--- src/rtl/imc_pkg.sv ---
package imc_pkg;

  // mode encoding, one-hot; the both-clear-but-extended code is never held
  typedef enum logic [2:0] {
    IMC_DIS = 3'b001,
    IMC_LEG = 3'b010,
    IMC_EXT = 3'b100
  } imc_state_e;

  // register-instruction address space
  localparam logic [31:0] IMC_MODE_BASE_ADDR = 32'h0000_0400;
  localparam logic [21:0] IMC_RANGE_TAG      = 22'h00_0002;
  localparam logic [25:0] IMC_EXT_TAG        = 26'h000_0020;
  localparam int          IMC_EN_BIT         = 11;
  localparam int          IMC_EXTENDED_MODE_BIT_BIT       = 10;
  localparam logic [63:0] IMC_BASE_MASK      = 64'h0000_0000_0000_0c00;

  // register indices (memory-mapped offset is index times 16)
  localparam logic [7:0] IMC_IX_ID        = 8'h02;
  localparam logic [7:0] IMC_IX_VER       = 8'h03;
  localparam logic [7:0] IMC_IX_TPR       = 8'h08;
  localparam logic [7:0] IMC_IX_LDR       = 8'h0d;
  localparam logic [7:0] IMC_IX_DFR       = 8'h0e;
  localparam logic [7:0] IMC_IX_SVR       = 8'h0f;
  localparam logic [7:0] IMC_IX_ISR       = 8'h10;
  localparam logic [7:0] IMC_IX_TMR       = 8'h18;
  localparam logic [7:0] IMC_IX_IRR       = 8'h20;
  localparam logic [7:0] IMC_IX_PEND_LAST = 8'h27;
  localparam logic [7:0] IMC_IX_ESR       = 8'h28;
  localparam logic [7:0] IMC_IX_CMCI      = 8'h2f;
  localparam logic [7:0] IMC_IX_ICR       = 8'h30;
  localparam logic [7:0] IMC_IX_ICR_HI    = 8'h31;
  localparam logic [7:0] IMC_IX_LVT_FIRST = 8'h32;
  localparam logic [7:0] IMC_IX_LVT_LAST  = 8'h37;
  localparam logic [7:0] IMC_IX_INIT      = 8'h38;
  localparam logic [7:0] IMC_IX_CUR       = 8'h39;
  localparam logic [7:0] IMC_IX_DCR       = 8'h3e;
  localparam logic [7:0] IMC_IX_SELF      = 8'h3f;
  localparam int         IMC_LVT_NUM      = 7;

  // writable-bit masks
  localparam logic [31:0] IMC_TPR_MASK    = 32'h0000_00ff;
  localparam logic [31:0] IMC_SVR_MASK    = 32'h0000_11ff;
  localparam logic [31:0] IMC_ICR_LO_MASK = 32'h000c_cfff;
  localparam logic [31:0] IMC_LVT_MASK    = 32'h0001_f7ff;
  localparam logic [31:0] IMC_DCR_MASK    = 32'h0000_000b;
  localparam logic [31:0] IMC_SELF_MASK   = 32'h0000_00ff;
  localparam logic [31:0] IMC_TOP8_MASK   = 32'hff00_0000;
  localparam logic [31:0] IMC_DFR_MASK    = 32'hf000_0000;

  // reset values
  localparam logic [31:0] IMC_SVR_RST = 32'h0000_00ff;
  localparam logic [31:0] IMC_DFR_RST = 32'hffff_ffff;
  localparam logic [31:0] IMC_LVT_RST = 32'h0001_0000;
  // arbitrary neutral value
  localparam logic [31:0] IMC_VERSION_DEFAULT = 32'h0000_0010;

  // transition-area entry check
  localparam logic [31:0] IMC_ENTRY_MASK  = 32'hffff_f800;
  localparam logic [31:0] IMC_ENTRY_MATCH = 32'h0000_0800;

  // apb map
  localparam logic [11:0] IMC_APB_STATUS = 12'h000;
  localparam logic [11:0] IMC_APB_MODE   = 12'h004;
  localparam logic [11:0] IMC_APB_ID     = 12'h008;
  localparam logic [11:0] IMC_APB_FCNT   = 12'h00c;
  localparam int          IMC_ST_FAULT   = 8;
  localparam int          IMC_ST_ENTRY   = 9;

endpackage

--- src/rtl/imc_mode_ctrl.sv ---
// Behaviour
// - instruction access to the index range off extended mode faults
// - memory path in extended mode acts disabled
// - instruction accesses complete in program order
// - fail area entries in protected index range
// - enable and extended bits encode mode
// - write into invalid encoding faults
// - reset gives enabled legacy mode
// - reset loads identifier, low byte legacy
// - reset clears legacy fields, counters, self
// - vector entries cleared but masked; version kept
// - spurious vector ff, format all ones
// - legacy to extended keeps id, derives logical
// - legacy with enable cleared goes disabled
// - soft init in legacy keeps mode, id
// - extended only goes disabled; else fault
// - reset from extended/disabled fully reinitialises
// - soft init in extended keeps id
// - disabled only goes legacy; init stays
// - entering extended derives logical, reloads mmio id from id low byte, clears icr high
// - reserved nonzero write faults, reads zero
// - identifier read-only at index two
`timescale 1ns/100ps
module imc_mode_ctrl
  import imc_pkg::*;
#(
  parameter logic [31:0] VERSION_VALUE = IMC_VERSION_DEFAULT
) (
  // apb slave
  input  wire logic        pclk,
  input  wire logic        presetn,
  input  wire logic        psel,
  input  wire logic        penable,
  input  wire logic        pwrite,
  input  wire logic [11:0] paddr,
  input  wire logic [31:0] pwdata,
  output logic      [31:0] prdata,
  output logic             pready,
  output logic             pslverr,
  // identifier strap, caught after reset release
  input  wire logic [31:0] hw_id,
  // core access request
  input  wire logic        acc_valid,
  input  wire logic        acc_mmio,
  input  wire logic        acc_write,
  input  wire logic [31:0] acc_addr,
  input  wire logic [63:0] acc_wdata,
  // core access answer
  output logic             acc_done,
  output logic             acc_fault,
  output logic      [63:0] acc_rdata,
  // soft init
  input  wire logic        soft_init,
  // transition area entry check
  input  wire logic        entry_valid,
  input  wire logic        entry_exit,
  input  wire logic [31:0] area_entry_low_word,
  output logic             entry_done,
  output logic             entry_fail,
  output logic             entry_host_reload,
  output logic             entry_abort,
  // mode
  output logic             mode_enable,
  output logic             mode_extended
);

  imc_state_e  state_reg;
  logic        id_load_reg;
  logic [31:0] id_reg;
  logic [7:0]  mmio_id_reg;
  logic [31:0] ldr_reg;
  logic [31:0] tpr_reg;
  logic [31:0] dfr_reg;
  logic [31:0] svr_reg;
  logic [31:0] isr_reg;
  logic [31:0] tmr_reg;
  logic [31:0] irr_reg;
  logic [31:0] icr_lo_reg;
  logic [31:0] icr_hi_reg;
  logic [31:0] lvt_reg [IMC_LVT_NUM];
  logic [31:0] init_cnt_reg;
  logic [31:0] cur_cnt_reg;
  logic [31:0] dcr_reg;
  logic [31:0] self_reg;
  logic        fault_flag_reg;
  logic        entry_flag_reg;
  logic [15:0] fault_cnt_reg;

  // commit: legal pairs only (dis->leg, leg->ext/dis, ext->dis, same)
  function automatic logic trans_ok(imc_state_e st, logic en, logic ex);
    logic ok;
    ok = 1'b0;
    unique case (st)
      IMC_DIS: ok = !ex;
      IMC_LEG: ok = !ex || en;
      IMC_EXT: ok = (en == ex);
      default: ok = 1'b0;
    endcase
    return ok;
  endfunction

  function automatic imc_state_e req_state(logic en, logic ex);
    return en ? (ex ? IMC_EXT : IMC_LEG) : IMC_DIS;
  endfunction

  function automatic logic [2:0] lvt_slot(logic [7:0] ix);
    return (ix == IMC_IX_CMCI) ? 3'd0 : 3'(ix - IMC_IX_LVT_FIRST + 8'h01);
  endfunction

  // hardware-derived logical id: cluster in upper half, one-hot low half
  function automatic logic [31:0] ldr_of(logic [31:0] id);
    return {id[19:4], 16'h0001 << id[3:0]};
  endfunction

  logic [7:0]  acc_ix;
  logic        legacy_view;
  logic [63:0] view_val;
  logic [63:0] view_mask;
  logic        view_known;
  logic        view_ro;
  logic        view_wo;

  assign acc_ix      = acc_mmio ? acc_addr[11:4] : acc_addr[7:0];
  assign legacy_view = acc_mmio;

  // per-register view: value, writable bits, direction
  always_comb begin
    view_val   = '0;
    view_mask  = '0;
    view_known = 1'b1;
    view_ro    = 1'b0;
    view_wo    = 1'b0;
    case (acc_ix) inside
      IMC_IX_ID: begin
        view_val  = legacy_view ? {32'h0, mmio_id_reg, 24'h0}
                                : {32'h0, id_reg};
        view_mask = legacy_view ? {32'h0, IMC_TOP8_MASK} : '0;
        view_ro   = !legacy_view;
      end
      IMC_IX_VER: begin
        view_val = {32'h0, VERSION_VALUE};
        view_ro  = 1'b1;
      end
      IMC_IX_TPR: begin
        view_val  = {32'h0, tpr_reg};
        view_mask = {32'h0, IMC_TPR_MASK};
      end
      IMC_IX_LDR: begin
        view_val  = {32'h0, ldr_reg};
        view_mask = legacy_view ? {32'h0, IMC_TOP8_MASK} : '0;
        view_ro   = !legacy_view;
      end
      IMC_IX_DFR: begin
        view_val   = {32'h0, dfr_reg};
        view_mask  = {32'h0, IMC_DFR_MASK};
        view_known = legacy_view;
      end
      IMC_IX_SVR: begin
        view_val  = {32'h0, svr_reg};
        view_mask = {32'h0, IMC_SVR_MASK};
      end
      [IMC_IX_ISR:IMC_IX_PEND_LAST]: begin
        view_val = (acc_ix == IMC_IX_ISR) ? {32'h0, isr_reg} :
                   (acc_ix == IMC_IX_TMR) ? {32'h0, tmr_reg} :
                   (acc_ix == IMC_IX_IRR) ? {32'h0, irr_reg} : 64'h0;
        view_ro  = 1'b1;
      end
      IMC_IX_ESR: view_mask = '0; // any nonzero instruction write faults
      IMC_IX_CMCI, [IMC_IX_LVT_FIRST:IMC_IX_LVT_LAST]: begin
        view_val  = {32'h0, lvt_reg[lvt_slot(acc_ix)]};
        view_mask = {32'h0, IMC_LVT_MASK};
      end
      IMC_IX_ICR: begin
        view_val  = legacy_view ? {32'h0, icr_lo_reg}
                                : {icr_hi_reg, icr_lo_reg};
        view_mask = legacy_view ? {32'h0, IMC_ICR_LO_MASK}
                                : {32'hffff_ffff, IMC_ICR_LO_MASK};
      end
      IMC_IX_ICR_HI: begin
        view_val   = {32'h0, icr_hi_reg};
        view_mask  = {32'h0, IMC_TOP8_MASK};
        view_known = legacy_view;
      end
      IMC_IX_INIT: begin
        view_val  = {32'h0, init_cnt_reg};
        view_mask = {32'h0, 32'hffff_ffff};
      end
      IMC_IX_CUR: begin
        view_val = {32'h0, cur_cnt_reg};
        view_ro  = 1'b1;
      end
      IMC_IX_DCR: begin
        view_val  = {32'h0, dcr_reg};
        view_mask = {32'h0, IMC_DCR_MASK};
      end
      IMC_IX_SELF: begin
        view_mask  = {32'h0, IMC_SELF_MASK};
        view_wo    = 1'b1;
        view_known = !legacy_view;
      end
      default: view_known = 1'b0;
    endcase
  end

  logic        is_base;
  logic        in_range;
  logic        ext_used;
  logic        base_bad;
  logic        base_wr;
  logic        core_mode_ok;
  logic        acc_bad;
  logic        wr_commit;
  logic [63:0] rd_value;
  logic [63:0] wd;

  assign is_base  = !acc_mmio && (acc_addr == IMC_MODE_BASE_ADDR);
  assign in_range = !acc_mmio && (acc_addr[31:10] == IMC_RANGE_TAG);
  assign ext_used = (acc_addr[31:6] == IMC_EXT_TAG);
  assign base_bad = |(acc_wdata & ~IMC_BASE_MASK);
  assign base_wr  = acc_valid && acc_write && is_base;
  assign core_mode_ok = !base_bad &&
      trans_ok(state_reg, acc_wdata[IMC_EN_BIT], acc_wdata[IMC_EXTENDED_MODE_BIT_BIT]);
  assign wd = acc_wdata & view_mask;

  // fault decision and read data for one core access
  always_comb begin
    acc_bad  = 1'b0;
    rd_value = '0;
    if (is_base) begin
      acc_bad  = acc_write && !core_mode_ok;
      rd_value = {52'h0, mode_enable, mode_extended, 10'h0};
    end else if (in_range) begin
      acc_bad = (state_reg != IMC_EXT) || !ext_used || !view_known ||
                (acc_write ? (view_ro || |(acc_wdata & ~view_mask))
                           : view_wo);
      rd_value = view_val;
    end else if (acc_mmio) begin
      rd_value = (state_reg == IMC_LEG && view_known) ? view_val : '0;
    end
  end

  // memory writes are masked silently, instruction writes only if clean
  assign wr_commit = acc_valid && acc_write && !soft_init && !acc_bad &&
                     (acc_mmio ? (state_reg == IMC_LEG && view_known)
                               : in_range);

  logic       apb_wr;
  logic       apb_mode_wr;
  logic       apb_mode_ok;
  logic       mode_commit;
  logic       new_en;
  logic       new_ex;
  imc_state_e new_state;
  logic       go_ext;
  logic       go_leg;

  assign apb_wr      = psel && penable && pready && pwrite;
  assign apb_mode_wr = apb_wr && (paddr == IMC_APB_MODE);
  assign apb_mode_ok = ~|(pwdata & ~IMC_BASE_MASK[31:0]) &&
      trans_ok(state_reg, pwdata[IMC_EN_BIT], pwdata[IMC_EXTENDED_MODE_BIT_BIT]);
  // core write wins a same-cycle clash; soft init blocks both
  assign new_en = base_wr ? acc_wdata[IMC_EN_BIT] : pwdata[IMC_EN_BIT];
  assign new_ex = base_wr ? acc_wdata[IMC_EXTENDED_MODE_BIT_BIT] : pwdata[IMC_EXTENDED_MODE_BIT_BIT];
  assign mode_commit = !soft_init &&
      (base_wr ? core_mode_ok : (apb_mode_wr && apb_mode_ok));
  assign new_state = req_state(new_en, new_ex);
  assign go_ext = mode_commit && state_reg == IMC_LEG && new_state == IMC_EXT;
  assign go_leg = mode_commit && state_reg == IMC_DIS && new_state == IMC_LEG;

  // mode machine
  always_ff @(posedge pclk or negedge presetn) begin
    if (!presetn) begin
      state_reg     <= IMC_LEG;
      mode_enable   <= 1'b1;
      mode_extended <= 1'b0;
    end else if (mode_commit) begin
      state_reg     <= new_state;
      mode_enable   <= new_en;
      mode_extended <= new_ex;
    end
  end

  // identifier strap is sampled the cycle after reset releases
  always_ff @(posedge pclk or negedge presetn) begin
    if (!presetn) begin
      id_load_reg <= 1'b1;
      id_reg      <= '0;
    end else begin
      id_load_reg <= 1'b0;
      if (id_load_reg) begin
        id_reg <= hw_id;
      end
    end
  end

  // register file: reset, soft init, mode side effects, then writes
  always_ff @(posedge pclk or negedge presetn) begin
    if (!presetn) begin
      mmio_id_reg  <= '0;
      ldr_reg      <= '0;
      tpr_reg      <= '0;
      dfr_reg      <= IMC_DFR_RST;
      svr_reg      <= IMC_SVR_RST;
      isr_reg      <= '0;
      tmr_reg      <= '0;
      irr_reg      <= '0;
      icr_lo_reg   <= '0;
      icr_hi_reg   <= '0;
      for (int i = 0; i < IMC_LVT_NUM; i++) begin
        lvt_reg[i] <= IMC_LVT_RST;
      end
      init_cnt_reg <= '0;
      cur_cnt_reg  <= '0;
      dcr_reg      <= '0;
      self_reg     <= '0;
    end else if (id_load_reg) begin
      mmio_id_reg <= hw_id[7:0];
    end else if (soft_init || go_leg) begin
      if (go_leg) begin
        mmio_id_reg <= id_reg[7:0];
      end
      ldr_reg      <= (state_reg == IMC_EXT) ? ldr_of(id_reg) : 32'h0;
      tpr_reg      <= '0;
      dfr_reg      <= IMC_DFR_RST;
      svr_reg      <= IMC_SVR_RST;
      isr_reg      <= '0;
      tmr_reg      <= '0;
      irr_reg      <= '0;
      icr_lo_reg   <= '0;
      icr_hi_reg   <= '0;
      for (int i = 0; i < IMC_LVT_NUM; i++) begin
        lvt_reg[i] <= IMC_LVT_RST;
      end
      init_cnt_reg <= '0;
      cur_cnt_reg  <= '0;
      dcr_reg      <= '0;
      self_reg     <= '0;
    end else if (go_ext) begin
      // derive logical id, reload mmio id from id low byte, clear icr high
      ldr_reg     <= ldr_of(id_reg);
      mmio_id_reg <= id_reg[7:0];
      icr_hi_reg  <= '0;
    end else if (wr_commit) begin
      // one access per cycle in arrival order
      case (acc_ix) inside
        IMC_IX_ID:   mmio_id_reg <= wd[31:24];
        IMC_IX_TPR:  tpr_reg     <= wd[31:0];
        IMC_IX_LDR:  ldr_reg     <= wd[31:0];
        IMC_IX_DFR:  dfr_reg     <= wd[31:0] | ~IMC_DFR_MASK;
        IMC_IX_SVR:  svr_reg     <= wd[31:0];
        IMC_IX_ICR: begin
          icr_lo_reg <= wd[31:0];
          if (!legacy_view) begin
            icr_hi_reg <= wd[63:32];
          end
        end
        IMC_IX_ICR_HI: icr_hi_reg <= wd[31:0];
        IMC_IX_CMCI, [IMC_IX_LVT_FIRST:IMC_IX_LVT_LAST]:
          lvt_reg[lvt_slot(acc_ix)] <= wd[31:0];
        IMC_IX_INIT: begin
          // no countdown here; current count follows the load
          init_cnt_reg <= wd[31:0];
          cur_cnt_reg  <= wd[31:0];
        end
        IMC_IX_DCR:  dcr_reg     <= wd[31:0];
        IMC_IX_SELF: self_reg    <= wd[31:0];
        default: ;
      endcase
    end
  end

  // core answer one cycle after the request
  always_ff @(posedge pclk or negedge presetn) begin
    if (!presetn) begin
      acc_done  <= 1'b0;
      acc_fault <= 1'b0;
      acc_rdata <= '0;
    end else begin
      acc_done  <= acc_valid;
      acc_fault <= acc_valid && acc_bad;
      acc_rdata <= (acc_valid && !acc_write && !acc_bad) ? rd_value : '0;
    end
  end

  logic entry_hit;

  // protected index range in area entry
  assign entry_hit =
      (area_entry_low_word & IMC_ENTRY_MASK) == IMC_ENTRY_MATCH;

  // entry check answer
  always_ff @(posedge pclk or negedge presetn) begin
    if (!presetn) begin
      entry_done        <= 1'b0;
      entry_fail        <= 1'b0;
      entry_host_reload <= 1'b0;
      entry_abort       <= 1'b0;
    end else begin
      entry_done        <= entry_valid;
      entry_fail        <= entry_valid && entry_hit;
      entry_host_reload <= entry_valid && entry_hit && !entry_exit;
      entry_abort       <= entry_valid && entry_hit && entry_exit;
    end
  end

  logic fault_event;
  logic status_clr;

  assign fault_event = (acc_valid && acc_bad) ||
                       (apb_mode_wr && !base_wr && !apb_mode_ok);
  assign status_clr  = apb_wr && (paddr == IMC_APB_STATUS);

  // sticky flags: a new event beats a same-cycle clear
  always_ff @(posedge pclk or negedge presetn) begin
    if (!presetn) begin
      fault_flag_reg <= 1'b0;
      entry_flag_reg <= 1'b0;
      fault_cnt_reg  <= '0;
    end else begin
      fault_flag_reg <= fault_event ||
          (fault_flag_reg && !(status_clr && pwdata[IMC_ST_FAULT]));
      entry_flag_reg <= (entry_valid && entry_hit) ||
          (entry_flag_reg && !(status_clr && pwdata[IMC_ST_ENTRY]));
      if (fault_event) begin
        fault_cnt_reg <= fault_cnt_reg + 16'h0001;
      end
    end
  end

  // apb read data is prepared in the setup cycle, so no wait states
  always_ff @(posedge pclk or negedge presetn) begin
    if (!presetn) begin
      prdata  <= '0;
      pslverr <= 1'b0;
      pready  <= 1'b0;
    end else begin
      pready <= 1'b1;
      if (psel && !penable) begin
        pslverr <= 1'b0;
        unique case (paddr)
          IMC_APB_STATUS: prdata <= {22'h0, entry_flag_reg, fault_flag_reg,
                                     5'h0, state_reg};
          IMC_APB_MODE:   prdata <= {20'h0, mode_enable, mode_extended,
                                     10'h0};
          IMC_APB_ID:     prdata <= id_reg;
          IMC_APB_FCNT:   prdata <= {16'h0, fault_cnt_reg};
          default: begin
            prdata  <= '0;
            pslverr <= 1'b1;
          end
        endcase
      end
    end
  end

endmodule

--- config.mk ---
export PLATFORM = sky130hd
export DESIGN_NAME = imc_mode_ctrl
export DESIGN_NICKNAME = d
export VERILOG_FILES = /design/src/rtl/imc_pkg.sv /design/src/rtl/imc_mode_ctrl.sv
export SDC_FILE = /design/constraint.sdc
export NUM_CORES = 1
export LEC_CHECK = 0
export BUFFER_PORTS_ARGS = -buffer_cell sky130_fd_sc_hd__buf_2
export CORE_MARGIN = 2
export CORE_UTILIZATION = 56
export DETAILED_ROUTE_END_ITERATION = 6
export PLACE_DENSITY_LB_ADDON = 0.08
export SLEW_MARGIN = 10
export SYNTH_ARGS = -nofsm -noshare
export SYNTH_HDL_FRONTEND = slang
export SYNTH_SLANG_ARGS = --single-unit
--- constraint.sdc ---
create_clock -name pclk -period 3.7 [get_ports pclk]
set_input_delay 0.185 -clock pclk [delete_from_list [all_inputs] [get_ports pclk]]
set_output_delay 0.185 -clock pclk [all_outputs]
set_load 0.01 [all_outputs]
==> out/metrics.csv <==
stage,metric,value,unit
route,via_per_inst,6.43,
setup_path,r2r-start,state_reg[1],
logic_synthesis,syn_nets,2961,
route,wl_per_cell,26.2,µm
placed_design,dp_cells,3856,
cts,cts_tree,yes,
global_routing,grt_pass1_wl,162000,µm
route,vias,26200,
placed_design,io_buffer_count,309,
setup_path,crit_path_end_kind,flop,
logic_synthesis,avgSynthCellArea,10.5,µm²
min_path,min_to,pslverr,
route,drt_wl_total,107000,µm
finish,num-fill-cells,3559,
cts,clk_pin_slew,60,ps
route,drt-initial-drc-count,3111,
finish,syn2layout_area_growth,29.5,%
logic_synthesis,synth-edff-count,0,
die,die_area,53000,µm²
min_path,hold_path_startpoint,paddr[10],
placed_design,placed_area,34000,µm²
timing,rsz0062_at_grt,true,
setup_path,r2r_end,lvt_reg[169],
setup_path,critPathArrivalTime,4140,ps
logic_synthesis,synth-seq-cells,620,
cts,cts_max_level,2,
finish,final_nets,3569,
logic_synthesis,synthTopCellsByArea,"dfrtp_1 52%, and2_1 4.8%, o2bb2ai_1 4.1%, a21oi_1 2.8%, mux2_2 2.7%",
die,io_pins,321,
finish,fin_cells,4071,
placed_design,dp_hpwl,75000,µm
min_path,hold_depth,4,
global_routing,grt_max_degree,110,
die,rows,82,
setup_path,r2r_cells,10,
global_routing,antenna_found_initial,3,
cts,cts_sinks,620,
logic_synthesis,yosysTopAreaCellShare,52.2,%
timing,finalHoldViolations,0,
placed_design,place_ws,-476,ps
pwr,power.total,15.0,mW
cts,cts_made_buffers,61,
setup_path,start_kind,input pin,
timing,relSlewSlack,25.8,%
pwr,ir_drop,0.641,mV
pwr,power.leakage,17.4,nW
timing,slew_viol_final,0,
global_routing,overflow,0,
route,ant_nets,0,
logic_synthesis,yosysSeqAreaShare,54.2,%
logic_synthesis,ys_warn_count,0,
die,start_util,56.9,%
placed_design,gp_congestion,0.975,
timing,holdWs,60.5,ps
finish,drive_above_1_share,29.4,%
setup_path,r2r_slack,150,ps
flow_run,maxCapViolations,0,
cts,clkLatencyLatePin,660,ps
finish,stdcell_area,37100,µm²
min_path,hold_path_class,input pin to flop,
die,core,50400,µm²
cts,clock-root-buffer,clkbuf_16,
logic_synthesis,synth_top_area_cell,dfrtp_1,
pwr,p_per_area,404,nW/µm²
timing,fmax,0.277,GHz
logic_synthesis,synth.distinct_cells,90,
setup_path,path_class,input pin to flop,
global_routing,grt_pass1_vias,26500,
logic_synthesis,synthCells,2738,
timing,fin_crit,3610,ps
setup_path,worstPathMaxFanout,19,
die,fp.dieW,230,µm
logic_synthesis,synth_area,28700,µm²
global_routing,grt_util_all_layers,40.3,%
timing,fin_skew,48.5,ps
run_status,status,"complete, no violations",
route,drc,0,
timing,setup_viol,0,
timing,worstMarginPinSlew,1110,ps
logic_synthesis,ys.flop_type,dfrtp_1,
route,drt-pass1-iter-count,6,
die,die_h,230,µm
cts,cts_buffer_depth,3,
logic_synthesis,async_reset_ff_share,100,%
timing,layout_setup_ws,94.1,ps
setup_path,required,4230,ps
timing,period_share,97.5,%
finish,largest_reg_flops,224,
synth_stat cells, types with 33 or more instances:
cell type and n:
mux2_2 70, nor4_1 34, nand2_1 198, and3_1 50
clkbuf_1 178, a31oi_1 33, a22o_1 65, nand3_1 77
o2bb2ai_1 134, dfrtp_1 598, nor2_1 143, a22oi_1 80
and2_1 222, o211ai_1 49, o22ai_1 47, a211oi_1 40
a21oi_1 163, o21ai_0 115, inv_1 42
kinds of logic (layout without fill, tap and decap cells):
family / count (synthesis) / after routing / share of synthesized area [%]
muxes: 102 / 102 / 3.86
xor gates and xnor gates: 19 / 19 / 0.580
adders and majority gates: 8 / 8 / 0.349
buffers and inverters: 257 / 916 / 3.56
other: 2 / 4 / 0.0262
DFF: 620 / 620 / 54.2
and+or+nand+nor: 874 / 874 / 16.2
AOI/OAI and AO/OA: 856 / 856 / 21.3
routing by layer:
metal / track usage [%] / vias up / share of wire (%)
met2: 62.1 / 1497 / 45
met4: 23.7 / 0 / 6.6
li1: - / 11300 / -
met5: 0 / - / 0
met3: 7.19 / 333 / 9.2
met1: 53.8 / 13100 / 39
metrics by stage:
step	utilization [%]	setup TNS, ps
3_5_place_dp	67.5	-131460
2_1_floorplan	-	-296140
3_3_place_gp	67.5	-139480
5_1_grt	73.7	-25.2
4_1_cts	73.6	0
6_report	73.7	0
power by group:
part | internal, mW | switching, mW
logic | 0.610 | 1.03
clock network | 3.67 | 2.80
registers | 6.83 | 0.0810
total | 11.1 | 3.91
cell type report:
type                    count  area [µm²]  share of cell area [%]
diodes                      2        5.00                  0.0135
clock inverters            28         302                   0.812
inverters                  43         161                   0.435
well taps                 672         841                    2.26
clock buffers              86        1790                    4.82
repair buffers            759        5640                    15.2
flip-flops and latches    620       15500                    41.9
multi-input cells        1861       12900                    34.6
what timing repair did:
action | 4_1_cts | 5_1_grt
hold buffers | 99 | 0
hold endpoints to repair | 207 | 0
gates resized for setup | 0 | 11
buffers inserted | 0 | 0
setup endpoints to repair | 0 | 299
worst max-delay path by stage:
stage	from	end	slack, ps	cells after the start
after detailed placement	acc_mmio	icr_hi_reg[7]	-480	14
after floorplan	acc_mmio	tpr_reg[2]	-840	21
final	acc_wdata[36]	ldr_reg[1]	90	14
after global placement	acc_mmio	ldr_reg[1]	-460	15
after global routing	acc_wdata[36]	lvt_reg[169]	-10	15
after CTS	acc_wdata[23]	icr_hi_reg[3]	2	13
cell usage in the layout, fill, tap and decap left out, types with 22 or more instances in the layout:
cell and n:
a211oi_1 40, a21oi_1 162, a22o_1 65, a22oi_1 79
a31oi_1 33, and2_1 222, and3_1 50, buf_12 36
buf_2 308, buf_4 314, clkbuf_16 61, dfrtp_1 598
dfstp_2 22, dlygate4sd3_1 99, inv_1 40, mux2_2 47
mux2_4 23, mux2i_1 31, nand2_1 198, nand3_1 73
nor2_1 137, nor3_1 24, nor4_1 31, o211ai_1 49
o21ai_0 107, o22ai_1 47, o2bb2ai_1 75, o2bb2ai_2 69
o31ai_1 25
critical path, cell delays in order:
cell           delay, ps
dlygate4sd3_1        530
buf_2                140
nor4_2               340
nand2_1              170
nor4_1               250
buf_4                220
o2111ai_1            160
or4b_4               570
o41ai_4              450
buf_4                200
a31oi_1              130
nor2_4               210
buf_12               220
mux2_2               350
No activity file was read; power rests on OpenSTA's default activity.
